### config.mk
export PLATFORM = sky130hd
export DESIGN_NAME = hpg_port_group
export DESIGN_NICKNAME = d
export VERILOG_FILES = /design/src/include/hpg_pkg.sv /design/src/logic/hpg_port_group.sv
export VERILOG_INCLUDE_DIRS = /design/src /design/src/include
export SDC_FILE = /design/constraint.sdc
export NUM_CORES = 1
export LEC_CHECK = 0
export BUFFER_PORTS_ARGS = -buffer_cell sky130_fd_sc_hd__clkbuf_2
export CORE_UTILIZATION = 55
export CTS_BUF_LIST = sky130_fd_sc_hd__clkbuf_8
export CTS_CLUSTER_DIAMETER = 60
export DETAILED_ROUTE_END_ITERATION = 10
export PLACE_DENSITY_LB_ADDON = 0.3
export SLEW_MARGIN = 20
export SYNTH_ARGS = -nofsm -noshare
export SYNTH_HDL_FRONTEND = slang
export SYNTH_SLANG_ARGS = --single-unit
### constraint.sdc
create_clock -name sys_clk -period 3.25 [get_ports sys_clk]
set_input_delay 0.1625 -clock sys_clk [delete_from_list [all_inputs] [get_ports sys_clk]]
set_output_delay 0.1625 -clock sys_clk [all_outputs]
set_load 0.01 [all_outputs]
### src/include/hpg_cfg.svh
// Constants for the handshake port group: widths, codes, reset values and timing
`ifndef HPG_CFG_SVH
`define HPG_CFG_SVH

// Port and word geometry
`define HPG_NUM_PORTS        4
`define HPG_PORT_BITS        8
`define HPG_WORD_BITS        32

// Group width codes, in ports
`define HPG_WIDTH_NONE       3'h0
`define HPG_WIDTH_ONE        3'h1
`define HPG_WIDTH_TWO        3'h2
`define HPG_WIDTH_FOUR       3'h4

// Direction codes
`define HPG_DIR_INPUT        1'h0
`define HPG_DIR_OUTPUT       1'h1

// Mode codes and reset values
`define HPG_STYLE_LEVEL      1'h0
`define HPG_STYLE_PULSED     1'h1
`define HPG_EDGE_RISING      1'h0
`define HPG_EDGE_FALLING     1'h1
`define HPG_INVERT_OFF       1'h0
`define HPG_SETTLE_RESET     3'h0

// Timing: settle step of 100 ns on a 100 ns clock, least time rounds up
`define HPG_SETTLE_STEP_NS   100
`define HPG_CLK_PERIOD_NS    100
`define HPG_SETTLE_STEP_CYC  ((`HPG_SETTLE_STEP_NS + `HPG_CLK_PERIOD_NS - 1) / `HPG_CLK_PERIOD_NS)

`endif

### src/include/hpg_pkg.sv
// Types shared by the handshake port group
package hpg_pkg;

  // Handshake sequencer states
  typedef enum logic [1:0] {
    HPG_OFF,
    HPG_SETTLE,
    HPG_WAIT,
    HPG_HELD
  } hpg_state_t;

  // Group width code, in ports
  typedef logic [2:0] hpg_width_t;

  // Port index
  typedef logic [1:0] hpg_port_t;

endpackage

### src/logic/hpg_port_group.sv
// Handshake port group: one, two or four 8-bit ports joined into one handshaked parallel word
`timescale 1ns/1ps
`include "hpg_cfg.svh"

module hpg_port_group #(
  parameter int LINE_READ_LOW_IS_ONE = 0
) (
  // Clock and reset
  input  wire logic                 sys_clk,
  input  wire logic                 nrst,
  // Group configuration
  input  wire logic                 cfg_apply,
  input  wire hpg_pkg::hpg_width_t  port_group_width,
  input  wire hpg_pkg::hpg_port_t   cfg_first_port,
  input  wire logic                 cfg_dir,
  output logic                      cfg_error,
  // Handshake mode
  input  wire logic                 mode_apply,
  input  wire logic                 handshake_style_sel,
  input  wire logic                 edge_sel,
  input  wire logic                 req_line_invert,
  input  wire logic                 ack_line_invert,
  input  wire logic [2:0]           data_settle_delay,
  // Group word write
  input  wire logic                 wr_strobe,
  input  wire logic [31:0]          wr_data,
  output logic                      wr_error,
  // Group word read
  input  wire logic                 rd_strobe,
  output logic                      rd_valid,
  output logic                      rd_error,
  output logic [31:0]               rd_data,
  // Status query
  input  wire logic                 status_strobe,
  output logic                      status_valid,
  output logic                      status_error,
  output logic                      status_value,
  // Single line read
  input  wire logic                 line_strobe,
  input  wire hpg_pkg::hpg_port_t   line_port,
  input  wire logic [2:0]           line_index,
  output logic                      line_valid,
  output logic                      line_state,
  // Port pins
  input  wire logic [31:0]          port_in,
  output logic [31:0]               port_out,
  output logic [31:0]               port_oe,
  // Handshake pins
  output logic                      req_line,
  input  wire logic                 ack_line,
  output logic                      latched_data_flag
);
  import hpg_pkg::*;

  ////////////////////////////////////////////////////////////////////////////
  // Decoding functions

  // Ports owned for a width and first port; zero marks width zero or an illegal pairing
  function automatic logic [3:0] group_mask(input hpg_width_t w, input hpg_port_t p);
    logic [3:0] m;
    m = 4'h0;
    if (w == `HPG_WIDTH_ONE) begin
      m = 4'h1 << p;
    end else if (w == `HPG_WIDTH_TWO && !p[0]) begin
      m = p[1] ? 4'hC : 4'h3;
    end else if (w == `HPG_WIDTH_FOUR && p == 2'h0) begin
      m = 4'hF;
    end
    return m;
  endfunction

  // Packs port bytes into the group word, lowest port in the top byte
  function automatic logic [31:0] pack_word(input logic [31:0] pv, input hpg_width_t w, input hpg_port_t p);
    logic [31:0] r;
    r = 32'h0000_0000;
    if (w == `HPG_WIDTH_FOUR) begin
      r = {pv[7:0], pv[15:8], pv[23:16], pv[31:24]};
    end else if (w == `HPG_WIDTH_TWO) begin
      r = p[1] ? {16'h0000, pv[23:16], pv[31:24]} : {16'h0000, pv[7:0], pv[15:8]};
    end else if (w == `HPG_WIDTH_ONE) begin
      r = {24'h00_0000, pv[8*p +: 8]};
    end
    return r;
  endfunction

  // Byte of the group word that lands on port k
  function automatic logic [7:0] port_byte(input logic [31:0] wd, input hpg_width_t w, input hpg_port_t k);
    logic [7:0] b;
    b = wd[7:0];
    if (w == `HPG_WIDTH_FOUR) begin
      b = wd[8*(3-k) +: 8];
    end else if (w == `HPG_WIDTH_TWO) begin
      b = k[0] ? wd[7:0] : wd[15:8];
    end
    return b;
  endfunction

  ////////////////////////////////////////////////////////////////////////////
  // Pin synchronisers

  logic [31:0] pin_meta;
  logic [31:0] pin_sync;
  logic        ack_meta;
  logic        ack_sync;
  logic        ack_prev;

  // Two stages on every pin before any logic reads it
  always_ff @(posedge sys_clk or negedge nrst) begin
    if (!nrst) begin
      pin_meta <= 32'h0000_0000;
      pin_sync <= 32'h0000_0000;
      ack_meta <= 1'h0;
      ack_sync <= 1'h0;
      ack_prev <= 1'h0;
    end else begin
      pin_meta <= port_in;
      pin_sync <= pin_meta;
      ack_meta <= ack_line;
      ack_sync <= ack_meta;
      ack_prev <= ack_sync;
    end
  end

  ////////////////////////////////////////////////////////////////////////////
  // Configuration and mode registers

  hpg_width_t width;
  hpg_port_t  first_port;
  logic       dir;
  logic       style;
  logic       edge_fall;
  logic       req_inv;
  logic       ack_inv;
  logic [2:0] settle;

  wire  [3:0] new_mask  = group_mask(port_group_width, cfg_first_port);
  wire        cfg_legal = (port_group_width == `HPG_WIDTH_NONE) || (new_mask != 4'h0);
  wire        cfg_take  = cfg_apply && cfg_legal;
  wire  [3:0] mask      = group_mask(width, first_port);
  wire        has_ports = (mask != 4'h0);

  // Group assignment; width zero releases every port
  always_ff @(posedge sys_clk or negedge nrst) begin
    if (!nrst) begin
      width      <= `HPG_WIDTH_NONE;
      first_port <= 2'h0;
      dir        <= `HPG_DIR_INPUT;
    end else if (cfg_take) begin
      width      <= port_group_width;
      first_port <= cfg_first_port;
      dir        <= cfg_dir;
    end
  end

  // Handshake mode, loaded as a set
  always_ff @(posedge sys_clk or negedge nrst) begin
    if (!nrst) begin
      style     <= `HPG_STYLE_LEVEL;
      edge_fall <= `HPG_EDGE_RISING;
      req_inv   <= `HPG_INVERT_OFF;
      ack_inv   <= `HPG_INVERT_OFF;
      settle    <= `HPG_SETTLE_RESET;
    end else if (mode_apply) begin
      style     <= handshake_style_sel;
      edge_fall <= edge_sel;
      req_inv   <= req_line_invert;
      ack_inv   <= ack_line_invert;
      settle    <= data_settle_delay;
    end
  end

  ////////////////////////////////////////////////////////////////////////////
  // Acknowledge detection

  wire ack_act      = ack_sync ^ ack_inv;
  wire ack_act_prev = ack_prev ^ ack_inv;
  wire ack_rise     = ack_act && !ack_act_prev;
  wire ack_fall     = !ack_act && ack_act_prev;
  wire ack_edge     = edge_fall ? ack_fall : ack_rise;
  wire ack_event    = style ? ack_edge : ack_act;

  ////////////////////////////////////////////////////////////////////////////
  // Handshake sequencer

  hpg_state_t  state;
  hpg_state_t  next_state;
  logic [5:0]  settle_cnt;
  logic        flag;
  logic [31:0] in_latch;
  logic [31:0] drive;

  wire       is_out    = (dir == `HPG_DIR_OUTPUT);
  wire       wr_take   = wr_strobe && has_ports && is_out && flag && !cfg_take;
  wire       rd_take   = rd_strobe && has_ports;
  wire [5:0] settle_ld = 6'(settle * `HPG_SETTLE_STEP_CYC);
  wire       settle_ok = (settle_cnt == 6'h00);

  // Next state of the sequencer
  always_comb begin
    next_state = state;
    unique case (state)
      HPG_OFF: begin
        next_state = HPG_OFF;
      end
      HPG_SETTLE: begin
        if (settle_ok) begin
          next_state = HPG_WAIT;
        end
      end
      HPG_WAIT: begin
        if (ack_event) begin
          next_state = HPG_HELD;
        end
      end
      HPG_HELD: begin
        if (!is_out && rd_take) begin
          next_state = HPG_WAIT;
        end else if (wr_take) begin
          next_state = (settle_ld == 6'h00) ? HPG_WAIT : HPG_SETTLE;
        end
      end
    endcase
    if (cfg_take) begin
      if (port_group_width == `HPG_WIDTH_NONE) begin
        next_state = HPG_OFF;
      end else begin
        next_state = (cfg_dir == `HPG_DIR_OUTPUT) ? HPG_HELD : HPG_WAIT;
      end
    end
  end

  // Request is held in level style, one cycle on entry in pulsed style
  wire enter_wait = (next_state == HPG_WAIT) && (state != HPG_WAIT || cfg_take);
  wire next_req   = style ? enter_wait : (next_state == HPG_WAIT);

  // Flag set by the far side latch or by an output group setting, cleared by host use or release
  wire next_flag = (next_state == HPG_HELD);

  // Sequencer, flag and request pin
  always_ff @(posedge sys_clk or negedge nrst) begin
    if (!nrst) begin
      state             <= HPG_OFF;
      flag              <= 1'h0;
      latched_data_flag <= 1'h0;
      req_line          <= 1'h0;
    end else begin
      state             <= next_state;
      flag              <= next_flag;
      latched_data_flag <= next_flag;
      req_line          <= next_req ^ req_inv;
    end
  end

  // Settle counter loaded when new data starts to drive
  always_ff @(posedge sys_clk or negedge nrst) begin
    if (!nrst) begin
      settle_cnt <= 6'h00;
    end else if (wr_take) begin
      settle_cnt <= (settle_ld == 6'h00) ? 6'h00 : 6'(settle_ld - 6'h01);
    end else if (!settle_ok) begin
      settle_cnt <= 6'(settle_cnt - 6'h01);
    end
  end

  // Input latch takes all ports on the same edge
  always_ff @(posedge sys_clk or negedge nrst) begin
    if (!nrst) begin
      in_latch <= 32'h0000_0000;
    end else if (state == HPG_WAIT && !is_out && ack_event) begin
      in_latch <= pin_sync;
    end
  end

  ////////////////////////////////////////////////////////////////////////////
  // Output drivers

  logic [31:0] next_drive;
  logic [31:0] next_oe;

  // Per port byte placement and enable
  generate
    for (genvar k = 0; k < `HPG_NUM_PORTS; k++) begin : g_port
      assign next_drive[8*k +: 8] = wr_take ? port_byte(wr_data, width, hpg_port_t'(k)) : drive[8*k +: 8];
      assign next_oe[8*k +: 8]    = cfg_take ? {8{new_mask[k] && (cfg_dir == `HPG_DIR_OUTPUT)}}
                                             : {8{mask[k] && is_out}};
    end
  endgenerate

  // All owned ports update on the same edge
  always_ff @(posedge sys_clk or negedge nrst) begin
    if (!nrst) begin
      drive    <= 32'h0000_0000;
      port_out <= 32'h0000_0000;
      port_oe  <= 32'h0000_0000;
    end else begin
      drive    <= next_drive;
      port_out <= next_drive;
      port_oe  <= next_oe;
    end
  end

  ////////////////////////////////////////////////////////////////////////////
  // Host answers

  wire [31:0] rd_src      = is_out ? drive : in_latch;
  wire [31:0] next_rd     = pack_word(rd_src, width, first_port);
  wire [31:0] line_src    = (mask[line_port] && is_out) ? drive : pin_sync;
  wire        line_bit    = line_src[{line_port, line_index}];
  wire        next_line   = (LINE_READ_LOW_IS_ONE != 0) ? !line_bit : line_bit;

  // One-cycle answers to each strobe
  always_ff @(posedge sys_clk or negedge nrst) begin
    if (!nrst) begin
      rd_valid     <= 1'h0;
      rd_error     <= 1'h0;
      rd_data      <= 32'h0000_0000;
      status_valid <= 1'h0;
      status_error <= 1'h0;
      status_value <= 1'h0;
      wr_error     <= 1'h0;
      cfg_error    <= 1'h0;
      line_valid   <= 1'h0;
      line_state   <= 1'h0;
    end else begin
      rd_valid     <= rd_take;
      rd_error     <= rd_strobe && !has_ports;
      rd_data      <= rd_take ? next_rd : 32'h0000_0000;
      status_valid <= status_strobe;
      status_error <= status_strobe && !has_ports;
      status_value <= status_strobe && has_ports && flag;
      wr_error     <= wr_strobe && !wr_take;
      cfg_error    <= cfg_apply && !cfg_legal;
      line_valid   <= line_strobe;
      line_state   <= line_strobe ? next_line : 1'h0;
    end
  end

endmodule

[Word-level counts from Yosys, hierarchy flattened]
Cells that the tools add are included.
Widths: inputs -> output; s select.
Word-level totals
  input bits: 91
  logic and storage cells: 146
  register bits: 227
  output and inout bits: 107
Cells by class
  bitwise logic cells: 3
  mux-type cells: 43
  magnitude comparators: 2
  reductions and logical operators: 50
  shift-type cells: 3
  add/sub/neg operators: 2
  equal/unequal tests: 13
Operator list (number)
  $mux 32: 4
  $mux 8: 9
  $mux 16: 2
  $mux 4: 8
  $shiftx 32x6->8: 1
  $logic_and 1x1->1: 31
  $mux 6: 3
  $mux 2: 7
  $logic_not 6->1: 2
  $logic_not 1->1: 9
  $eq 2x2->1 const B: 4
  $pmux 2 s4: 1
  $reduce_bool 4->1: 2
  $shl 1x2->4 const A: 2
  $mux 1: 7
  $eq 3x1->1 const B: 2
  $eq 3x2->1 const B: 2
  $eq 3x3->1 const B: 2
  $logic_not 2->1: 3
  $lt 5x6->1 const B: 1
  $sub 6x1->6 const B: 1
  $bmux 1 s5: 1
  $ne 2x2->1 const B: 2
  $sub 3x1->4 const B: 1
  other kinds (6): 9

[Logic depth before layout (Yosys ltp)]
Gate-level depths: netlist of run 1.
  depth after elaboration: 18
  gate-level depth with buffers: 14
  gate-level depth less buffers: 9

[Worst setup path before layout of run 1]
Ideal clock, no wire load.
  kind: reg-to-reg
  start point: reg width[2]
  end point: reg line_state
  library setup time: 130 ps
  period minus slack after synthesis: 2489 ps
  data required time: 3120 ps
  buffers on the path: 3
  stages on the path, launching flop included: 13
  arrival time: 2359 ps
  path slack: 761 ps
  path through: dfrtp_1 -> buf_6 -> nand2b_1 -> a21oi_1 -> buf_6 -> a221o_1 -> o211ai_2 -> buf_6 -> mux4_2 -> mux2i_1 -> nor2_1 -> nor4_1 -> nor3_2
On the way
  word-level cells in the longest chain between the ends: 12
  elaborated cells between the ends (all ways): 15
  classes of those cells: eq/ne (3); mux (9); reduce/logical (3)
Ends and longest elaborated chain
  start: declaration: line hpg_port_group.sv:127  | hpg_width_t width;
  start signal: assignment: line hpg_port_group.sv:145  | width <= `HPG_WIDTH_NONE;
  start signal: assignment: line hpg_port_group.sv:149  | width <= port_group_width;
  $eq 3x3->1 (no line)
  $logic_and 1x1->1: line hpg_port_group.sv:66  | end else if (w == `HPG_WIDTH_FOUR && p == 2'h0) begin
  $mux 4: line hpg_port_group.sv:66
  $mux 4: line hpg_port_group.sv:64  | end else if (w == `HPG_WIDTH_TWO && !p[0]) begin
  $mux 4 *: line hpg_port_group.sv:62  | if (w == `HPG_WIDTH_ONE) begin
  $bmux 1 s2 *: line hpg_port_group.sv:307  | wire [31:0] line_src = (mask[line_port] && is_out) ? drive : pin_sync;
  $mux 1 (not written as such) *: line hpg_port_group.sv:307
  $logic_and 1x1->1 *: line hpg_port_group.sv:307
  $mux 32 *: line hpg_port_group.sv:307
  $bmux 1 s5 *: line hpg_port_group.sv:308  | wire line_bit = line_src[{line_port, line_index}];
  $mux 1 (not written as such) *: line hpg_port_group.sv:308
  $mux 1 *: line hpg_port_group.sv:334  | line_state <= line_strobe ? next_line : 1'h0;
  end signal: assignment: line hpg_port_group.sv:334
  end: declaration: line hpg_port_group.sv:43  | output logic line_state,
Mark *: on every way between the ends. The rest lies on a longest branch, timed or not. The select of a mux whose other input is x is not followed.
A chain may end at the register's enable or synchronous reset.

[Worst setup path after layout of run 1]
  start point: reg width[1]
  end point: reg line_state
Same word-level chain as after synthesis.

==> run summary, run 1 <==
max cap viols - 0
cell count after placement - 1103
Slew headroom - 57.83%
clock slew at reported path FFs - 90 ps
final non-filler cell total - 1188
TritonCTS clock tree - built
RSZ-0062 raised after global routing - false
crit-path max FO - 13
Total Die Area - 0.01657 sq mm
Hold Path Depth - 3
CP dominant cell by count - nor2_1
HP Start - wr_data[17]
Die H - 128.7 microns
Global Route Usage Sum - 28.52%
Critical Path AT - 3360 ps
period utilization - 93.16%
synth unique cells - 63
CP Class - reg2reg
critical register-to-register path startpoint - width[1]
asr flop ratio synth - 100.0%
M3 GR Usage - 7.900%
CP max stage delay - 590 ps
reg2reg end - line_state
final setup margin - 222.3 ps
layout cells sized above 1 - 33.78%
final setup vio count - 0
core area - 0.01543 sq mm
leading cell type in the layout, fill and taps excluded - dfrtp_1
Root Buffer - clkbuf_8
WHS - 17.30 ps
Post-synth top flop - dfrtp_1
Hold Vio Cnt, Final - 0
Synth Instances - 747
Leak - 5.145 nW
Worst EP required - 3580 ps
met2 Usage GRT - 43.47%
length of the first detailed-routing pass in iterations - 8
register area share after synthesis - 56.37%
fmax - 330.3 MHz
IO Pins - 198
leading area contributor after synthesis - dfrtp_1
Worst Tran Pin Value - 629.6 ps
outcome - finished, final reports clean
Avg Cell Area, Syn - 11.83 sq um
Worst path slowest cell - mux4_2
nature of the critical path startpoint - flip-flop
# DRC - 0
initial antenna violation count - 0
HP Class - in2reg
Yosys Warn Count - 0
pwr dens - 686.2 mW/mm^2
vias in the first global route - 6396
met1 GRT Util - 39.07%
flop-to-flop setup slack - 220 ps
Bufs and invs on worst path - 1
top cell type's share of synthesized area - 56.37%
port bufs - 197
Vias - 6694
WL/cell - 18.95 microns
Post-Route WL - 22510 microns
# clock sinks - 199
layer with the highest usage - met2
fill cell instance count of the final layout - 1105
Area growth syn-to-layout - 22.00%
most frequent cells in the layout - dfrtp_1 (198), clkbuf_2 (196), mux2_2 (63)
skew final - 10.65 ps
final RePlAce weighted congestion - 0.8760
Via-to-Cell Ratio - 5.635
initial detailed-routing violation count - 561
Tmin final - 3028 ps
Final ANT Viol Nets - 0
post-CTS setup buffers - 0
worst-path cell chain - buf_4 -> or2b_1 -> nor2_1 -> a221o_1 -> o211ai_4 -> mux4_2 -> mux2i_1 -> nor2_1 -> nor4_1 -> nor3_2
Synth Register Bits - 199
dpl hpwl - 15900 microns
Worst path top cell family by delay - multiplexers
Site Rows - 45
EDFF count, synth - 0
critical path capture point type - flip-flop
die extent in x - 128.7 microns
Place WS - 98.63 ps
total gr overflow - 0
max-slew violation count - 0
largest net degree at the start of global routing - 78
worst hold endpoint - drive[9]
diode count - 0
Clock Latency Late Sink - 450 ps
VDD IR max - 0.0004603 V
first-pass GRT wire length - 34750 microns
setup TNS - 0 ps
CTS Buffer Depth - 2
H-tree Lvls - 4
Num CTS Buffers - 17
Starting Density - 57.26%
cell area after synthesis - 0.008833 sq mm
syn nets - 841
top cells by area, synth - dfrtp_1 (56%), mux2_2 (8.0%), mux2i_1 (6.0%)
nets@finish - 1060
reg2reg path depth - 10
[layer usage]
| metal | part of all wire (%) | routed length, microns |
|---|---|---|
| met4 | 3.1 | 702 |
| met2 | 46 | 10450 |
| met5 | 0 | 0 |
| met3 | 8.4 | 1881 |
| met1 | 42 | 9473 |
[where the power goes]
| group | internal (mW) | switching, mW |
|---|---|---|
| combinational | 1.10 | 1.29 |
| clock | 0.690 | 0.829 |
| sequential | 3.00 | 0.475 |
| total | 4.80 | 2.60 |
[stage by stage]
| step | area (sq um) | power, mW | util, % |
|---|---|---|---|
| after global routing | 10780 | 7.791 | 69.85 |
| after global placement | 9836 | 5.742 | 63.76 |
| final | 10780 | 7.395 | 69.85 |
| after CTS | 10770 | 7.368 | 69.80 |
| after detailed placement | 9836 | 5.813 | 63.76 |
| after floorplan | 8833 | 4.921 | - |
[layout make-up]
type	instances	area (sq um)	share of cell area, %
flip-flops and latches	199	4981	46.22
multi-input cells	463	3390	31.45
well taps	211	264.0	2.450
clock inverters	9	92.59	0.8592
repair buffers	273	1715	15.92
clock buffers	21	289.0	2.682
inverters	12	45.04	0.4180
[how the worst max path moves through the flow]
| stage | start | to | slack, ps | depth (start not counted) |
|---|---|---|---|---|
| final | width[1] | line_state | 220 | 10 |
| after global placement | width[1] | line_state | 180 | 9 |
| after global routing | width[1] | line_state | 100 | 10 |
| after floorplan | width[2] | line_state | 760 | 12 |
| after CTS | width[1] | line_state | 110 | 9 |
| after detailed placement | width[1] | line_state | 100 | 9 |
[flip-flops by register name (all words and copies together), names as in the netlist, 2 cells and up]
| name | count |
|---|---|
| drive | 32 |
| first_port | 2 |
| in_latch | 32 |
| pin_meta | 32 |
| pin_sync | 32 |
| port_oe | 4 |
| rd_data | 32 |
| settle | 3 |
| settle_cnt | 6 |
| state | 2 |
| width | 3 |
[worst register-to-register path, stage by stage, from the launching register on]
cell      delay [ps]
dfrtp_1          520
buf_4            220
or2b_1           170
nor2_1            70
a221o_1          360
o211ai_4         280
mux4_2           600
mux2i_1          190
nor2_1            60
nor4_1           370
nor3_2            80
[what timing repair did]
action,4_1_cts,5_1_grt
hold buffers,55,0
endpoints found under the hold margin,129,0
resized for setup,0,1
setup endpoints to repair,0,1
[Yosys cell counts (9+ instances only)]
library cell / instances
clkbuf_1: 25
nand2_1: 56
mux2i_1: 53
nand2b_1: 19
o21ai_0: 56
dfrtp_1: 199
mux2_2: 63
inv_1: 11
nor3_1: 11
nor2_1: 51
mux4_2: 9
o22ai_1: 11
buf_1: 10
buf_4: 28
a21oi_1: 23
[cells by family after synthesis]
kind of cell	count (synthesis)	share of synthesized area, %
buffers and inverters	85	5.439
muxes	127	16.59
and+or+nand+nor	188	10.65
DFF	199	56.37
adders and majority gates	3	0.4250
xor gates and xnor gates	8	0.7932
AOI/OAI and AO/OA	137	9.731
(Power assumes the default switching activity.)
==> run 2, diff against run 1 <==
RECOVER_POWER = 25   (was default)
==> run summary, run 2 (synthesized netlist as in run 1, its figures left out) <==
worst hold endpoint - drive[3]
Final ANT Viol Nets - 0
Comb pwr share - 32.4%
HP Start - wr_data[27]
total gr overflow - 0
HP Class - in2reg
critical path capture point type - flip-flop
dpl hpwl - 15900 microns
Worst EP required - 3580 ps
pwr dens - 686.2 mW/mm^2
VDD IR max - 0.0004607 V
initial detailed-routing violation count - 552
met1 GRT Util - 39.07%
Site Rows - 45
IO Pins - 198
Slew headroom - -25.10%
failing checks - max-capacitance violations, max-slew violations
die extent in x - 128.7 microns
Root Buffer - clkbuf_8
Vias - 6701
Leak - 5.133 nW
M3 GR Usage - 7.900%
largest net degree at the start of global routing - 78
Critical Path AT - 3370 ps
# DRC - 0
outcome - finished, violations left
initial antenna violation count - 0
met2 Usage GRT - 43.47%
Total Die Area - 0.01657 sq mm
crit-path max FO - 13
Hold Path Depth - 3
Worst Tran Pin Value - 1876 ps
fmax - 329.1 MHz
CTS Buffer Depth - 2
final setup vio count - 0
nets@finish - 1060
RSZ-0062 raised after global routing - false
leading cell type in the layout, fill and taps excluded - dfrtp_1
switching power - 2.592 mW
power share of the clock group - 20.5%
Num CTS Buffers - 17
Hold Vio Cnt, Final - 0
period utilization - 93.49%
layer with the highest usage - met2
Final Util - 69.79%
TritonCTS clock tree - built
reg2reg path depth - 10
Tmin final - 3038 ps
# clock sinks - 199
H-tree Lvls - 4
Clock Latency Late Sink - 450 ps
first-pass GRT wire length - 34750 microns
layout cells sized above 1 - 33.47%
reg2reg end - line_state
port bufs - 197
Area growth syn-to-layout - 21.88%
core area - 0.01543 sq mm
flop-to-flop setup slack - 210 ps
Starting Density - 57.26%
nature of the critical path startpoint - flip-flop
Via-to-Cell Ratio - 5.636
CP max stage delay - 590 ps
Worst path slowest cell - mux4_2
max cap viols - 1
most frequent cells in the layout - dfrtp_1 (198), clkbuf_2 (194), mux2_2 (63)
internal power - 4.796 mW
CP dominant cell by count - nor2_1
clock slew at reported path FFs - 90 ps
Post-Route WL - 22500 microns
vias in the first global route - 6396
skew final - 7.879 ps
Reg power frac - 47.1%
worst-path cell chain - buf_4 -> or2b_1 -> nor2_1 -> a221o_1 -> o211ai_4 -> mux4_2 -> mux2i_1 -> nor2_1 -> nor4_1 -> nor3_2
Die H - 128.7 microns
CP Class - reg2reg
Global Route Usage Sum - 28.52%
setup TNS - 0 ps
critical register-to-register path startpoint - width[1]
length of the first detailed-routing pass in iterations - 5
WL/cell - 18.92 microns
final RePlAce weighted congestion - 0.8760
max-slew violation count - 78
Switching Share - 35.08%
==> run 2: cell types whose count changed in the layout (fill, tap and decap cells not counted) <==
cell      before  now
clkbuf_1       0    3
diode_2        0    1
clkbuf_8      22   21
clkbuf_2     196  194
==> run 2: layer usage <==
| layer | up-vias | part of all wire (%) |
|---|---|---|
| met5 | - | 0 |
| met4 | 0 | 2.9 |
| met3 | 46 | 8.4 |
| met2 | 334 | 47 |
| met1 | 3283 | 42 |
| li1 | 3038 | - |
==> run 2: stage by stage <==
stage	power [mW]	cells	worst slack (ps)	cell area, sq um	hold slack (ps)
floorplan	4.921	747	761.2	8833	-133.1
CTS	7.368	1188	109.6	10770	1.985
finish	7.388	1189	211.7	10770	16.45
detailed placement	5.813	1103	98.63	9836	226.6
global route	7.789	1188	100.1	10760	5.586
global placement	5.742	1103	177.9	9836	223.2
==> run 2: worst max-delay path by stage <==
stage	startpoint	endpoint	depth (start not counted)
after floorplan	width[2]	line_state	12
after global placement	width[1]	line_state	9
after detailed placement	width[1]	line_state	9
after CTS	width[1]	line_state	9
after global routing	width[1]	line_state	10
final	width[1]	line_state	10
==> run 2: timing repair <==
item,CTS,global route
buffers inserted,0,0
hold buffers,55,0
endpoints found under the setup margin,0,1
gates resized for setup,0,1
hold endpoints to repair,129,0
==> run 2: power by group through the flow <==
stage	Combinational, mW	Clock [mW]	Sequential [mW]
final	2.39	1.52	3.48
after global routing	2.60	1.65	3.54
after CTS	2.36	1.54	3.47
after detailed placement	2.30	0	3.52
after global placement	2.25	0	3.49
after floorplan	1.47	0	3.45
==> run 2: final cells by class <==
cell class                      count  area [sq um]
Sequential cell                   199          4981
Fill cell                        1108          4661
Multi-Input combinational cell    463          3390
Timing Repair Buffer              273          1703
Clock buffer                       21         289.0
Tap cell                          211         264.0
Clock inverter                      9         92.59
Inverter                           12         45.04
Antenna cell                        1         2.502
==> run 2: worst max-delay path: cells and delay by family, from the launching register on <==
family / cells / cell delay [ps]
flops: 1 / 520
buf+inv: 1 / 220
simple gates: 5 / 760
compound gates: 2 / 640
mux: 2 / 790
==> run 3, diff against run 2 <==
--- a/config.mk
+++ b/config.mk
@@ -13,2 +13,3 @@
 export DETAILED_ROUTE_END_ITERATION = 10
+export GPL_ROUTABILITY_DRIVEN = 0
 export PLACE_DENSITY_LB_ADDON = 0.3
==> constraint.sdc (replaced) <==
create_clock -name sys_clk -period 3.25 [get_ports sys_clk]
set_input_delay 0.8125 -clock sys_clk [delete_from_list [all_inputs] [get_ports sys_clk]]
set_output_delay 0.8125 -clock sys_clk [all_outputs]
set_load 0.01 [all_outputs]
==> run summary, run 3 (synthesized netlist as in run 1, its figures left out) <==
Critical Path AT - 3350 ps
setup TNS - 0 ps
largest net degree at the start of global routing - 77
clock slew at reported path FFs - 90 ps
Leak - 4.871 nW
dpl hpwl - 15770 microns
Vias - 6302
Worst path top cell family by delay - simple AND/OR/NAND/NOR gates
critical path capture point type - flip-flop
# clock sinks - 199
port bufs - 197
final setup margin - 247.5 ps
flop-to-flop setup slack - 250 ps
worst-path cell chain - or2b_1 -> nor2_1 -> a221o_1 -> o211ai_2 -> buf_12 -> mux4_2 -> mux2i_1 -> nor2_1 -> nor4_1 -> nor3_2
Place WS - 122.7 ps
Root Buffer - clkbuf_8
Die H - 128.7 microns
period utilization - 92.38%
Bufs and invs on worst path - 1
CP Class - reg2reg
CTS Buffer Depth - 2
fin area - 0.01016 sq mm
Post-Route WL - 21090 microns
max cap viols - 1
pwr dens - 707.4 mW/mm^2
layout cells sized above 1 - 35.19%
outcome - finished, violations left
CP dominant cell by count - nor2_1
die extent in x - 128.7 microns
CP max stage delay - 680 ps
Worst path slowest cell - dfrtp_1
initial detailed-routing violation count - 530
RSZ-0062 raised after global routing - false
Total Die Area - 0.01657 sq mm
post-cts sizing count - 0
Power Total - 7.186 mW
Starting Density - 57.26%
Global Route Usage Sum - 27.03%
nature of the critical path startpoint - flip-flop
final setup vio count - 0
Area growth syn-to-layout - 14.99%
WL/cell - 18.68 microns
Site Rows - 45
Hold Vio Cnt, Final - 0
first-pass GRT wire length - 33070 microns
vias in the first global route - 5908
Worst EP required - 3590 ps
total gr overflow - 0
Final ANT Viol Nets - 0
Final Util - 65.84%
length of the first detailed-routing pass in iterations - 5
fmax - 333.1 MHz
Worst Tran Pin Value - 1878 ps
core area - 0.01543 sq mm
TritonCTS clock tree - built
Clock Latency Late Sink - 460 ps
Tmin final - 3002 ps
post-CTS setup buffers - 0
diode count - 0
initial antenna violation count - 0
IO Pins - 198
crit-path max FO - 28
cts hold-fix bufs - 0
Via-to-Cell Ratio - 5.582
most frequent cells in the layout - dfrtp_1 (198), clkbuf_2 (194), mux2_2 (63)
Num CTS Buffers - 17
HP Class - reg2reg
# DRC - 0
placed instance area - 0.009831 sq mm
Slew headroom - -25.21%
max-slew violation count - 75
H-tree Lvls - 4
nets@finish - 1001
skew final - 12.12 ps
failing checks - max-capacitance violations, max-slew violations
VDD IR max - 0.0005678 V
leading cell type in the layout, fill and taps excluded - dfrtp_1
[run 3: changes by cell type in the layout (fill, tap and decap cells not counted), sizes merged]
cell | previous run | this run
buf | 21 | 17
bufinv | 1 | 0
clkbuf | 218 | 216
clkinv | 4 | 7
clkinvlp | 1 | 2
diode | 1 | 0
dlygate4sd3 | 55 | 0
inv | 15 | 14
[run 3: routing by layer]
metal | vias to the layer above | routed length (microns) | global-route usage [%]
li1 | 2916 | - | -
met1 | 3106 | 9368 | 39.24
met2 | 260 | 9705 | 40.70
met3 | 20 | 1724 | 7.069
met4 | 0 | 288 | 6.990
met5 | - | 0 | 0
[run 3: worst paths after layout]
check / endpoint / cells past startpoint / start
min: pin_sync[2] / 0 / pin_meta[2]
min in group asynchronous: pin_meta[10] / 1 / nrst
max reg2reg: line_state / 10 / width[1]
max: line_state / 10 / width[1]
max in group asynchronous: pin_meta[0] / 1 / nrst
min reg2reg: pin_sync[2] / 0 / pin_meta[2]
[run 3: layout make-up]
type / instances / area, sq um
Clock buffer: 19 / 261.5
Multi-Input combinational cell: 463 / 3381
Sequential cell: 199 / 4981
Clock inverter: 11 / 77.57
Tap cell: 211 / 264.0
Fill cell: 1251 / 5270
Inverter: 12 / 45.04
Timing Repair Buffer: 214 / 1147
[run 3: power breakdown]
group	total (mW)	leakage, nW	switching [mW]	internal (mW)
Clock	1.40	0.175	0.840	0.563
Combinational	2.30	2.23	1.24	1.06
Sequential	3.48	2.47	0.481	3.00
Total	7.19	4.87	2.56	4.62
[run 3: worst register-to-register path, cell delays in order (launching register included)]
cell and delay (ps):
dfrtp_1 680, or2b_1 240, nor2_1 80, a221o_1 340, o211ai_2 100, buf_12 220
mux4_2 540, mux2i_1 150, nor2_1 60, nor4_1 400, nor3_2 80
[run 3: per-stage QoR]
step	std cells	hold slack (ps)
after floorplan	747	331.2
after global placement	1099	331.2
after detailed placement	1099	334.7
after CTS	1129	355.3
after global routing	1129	360.9
final	1129	353.3
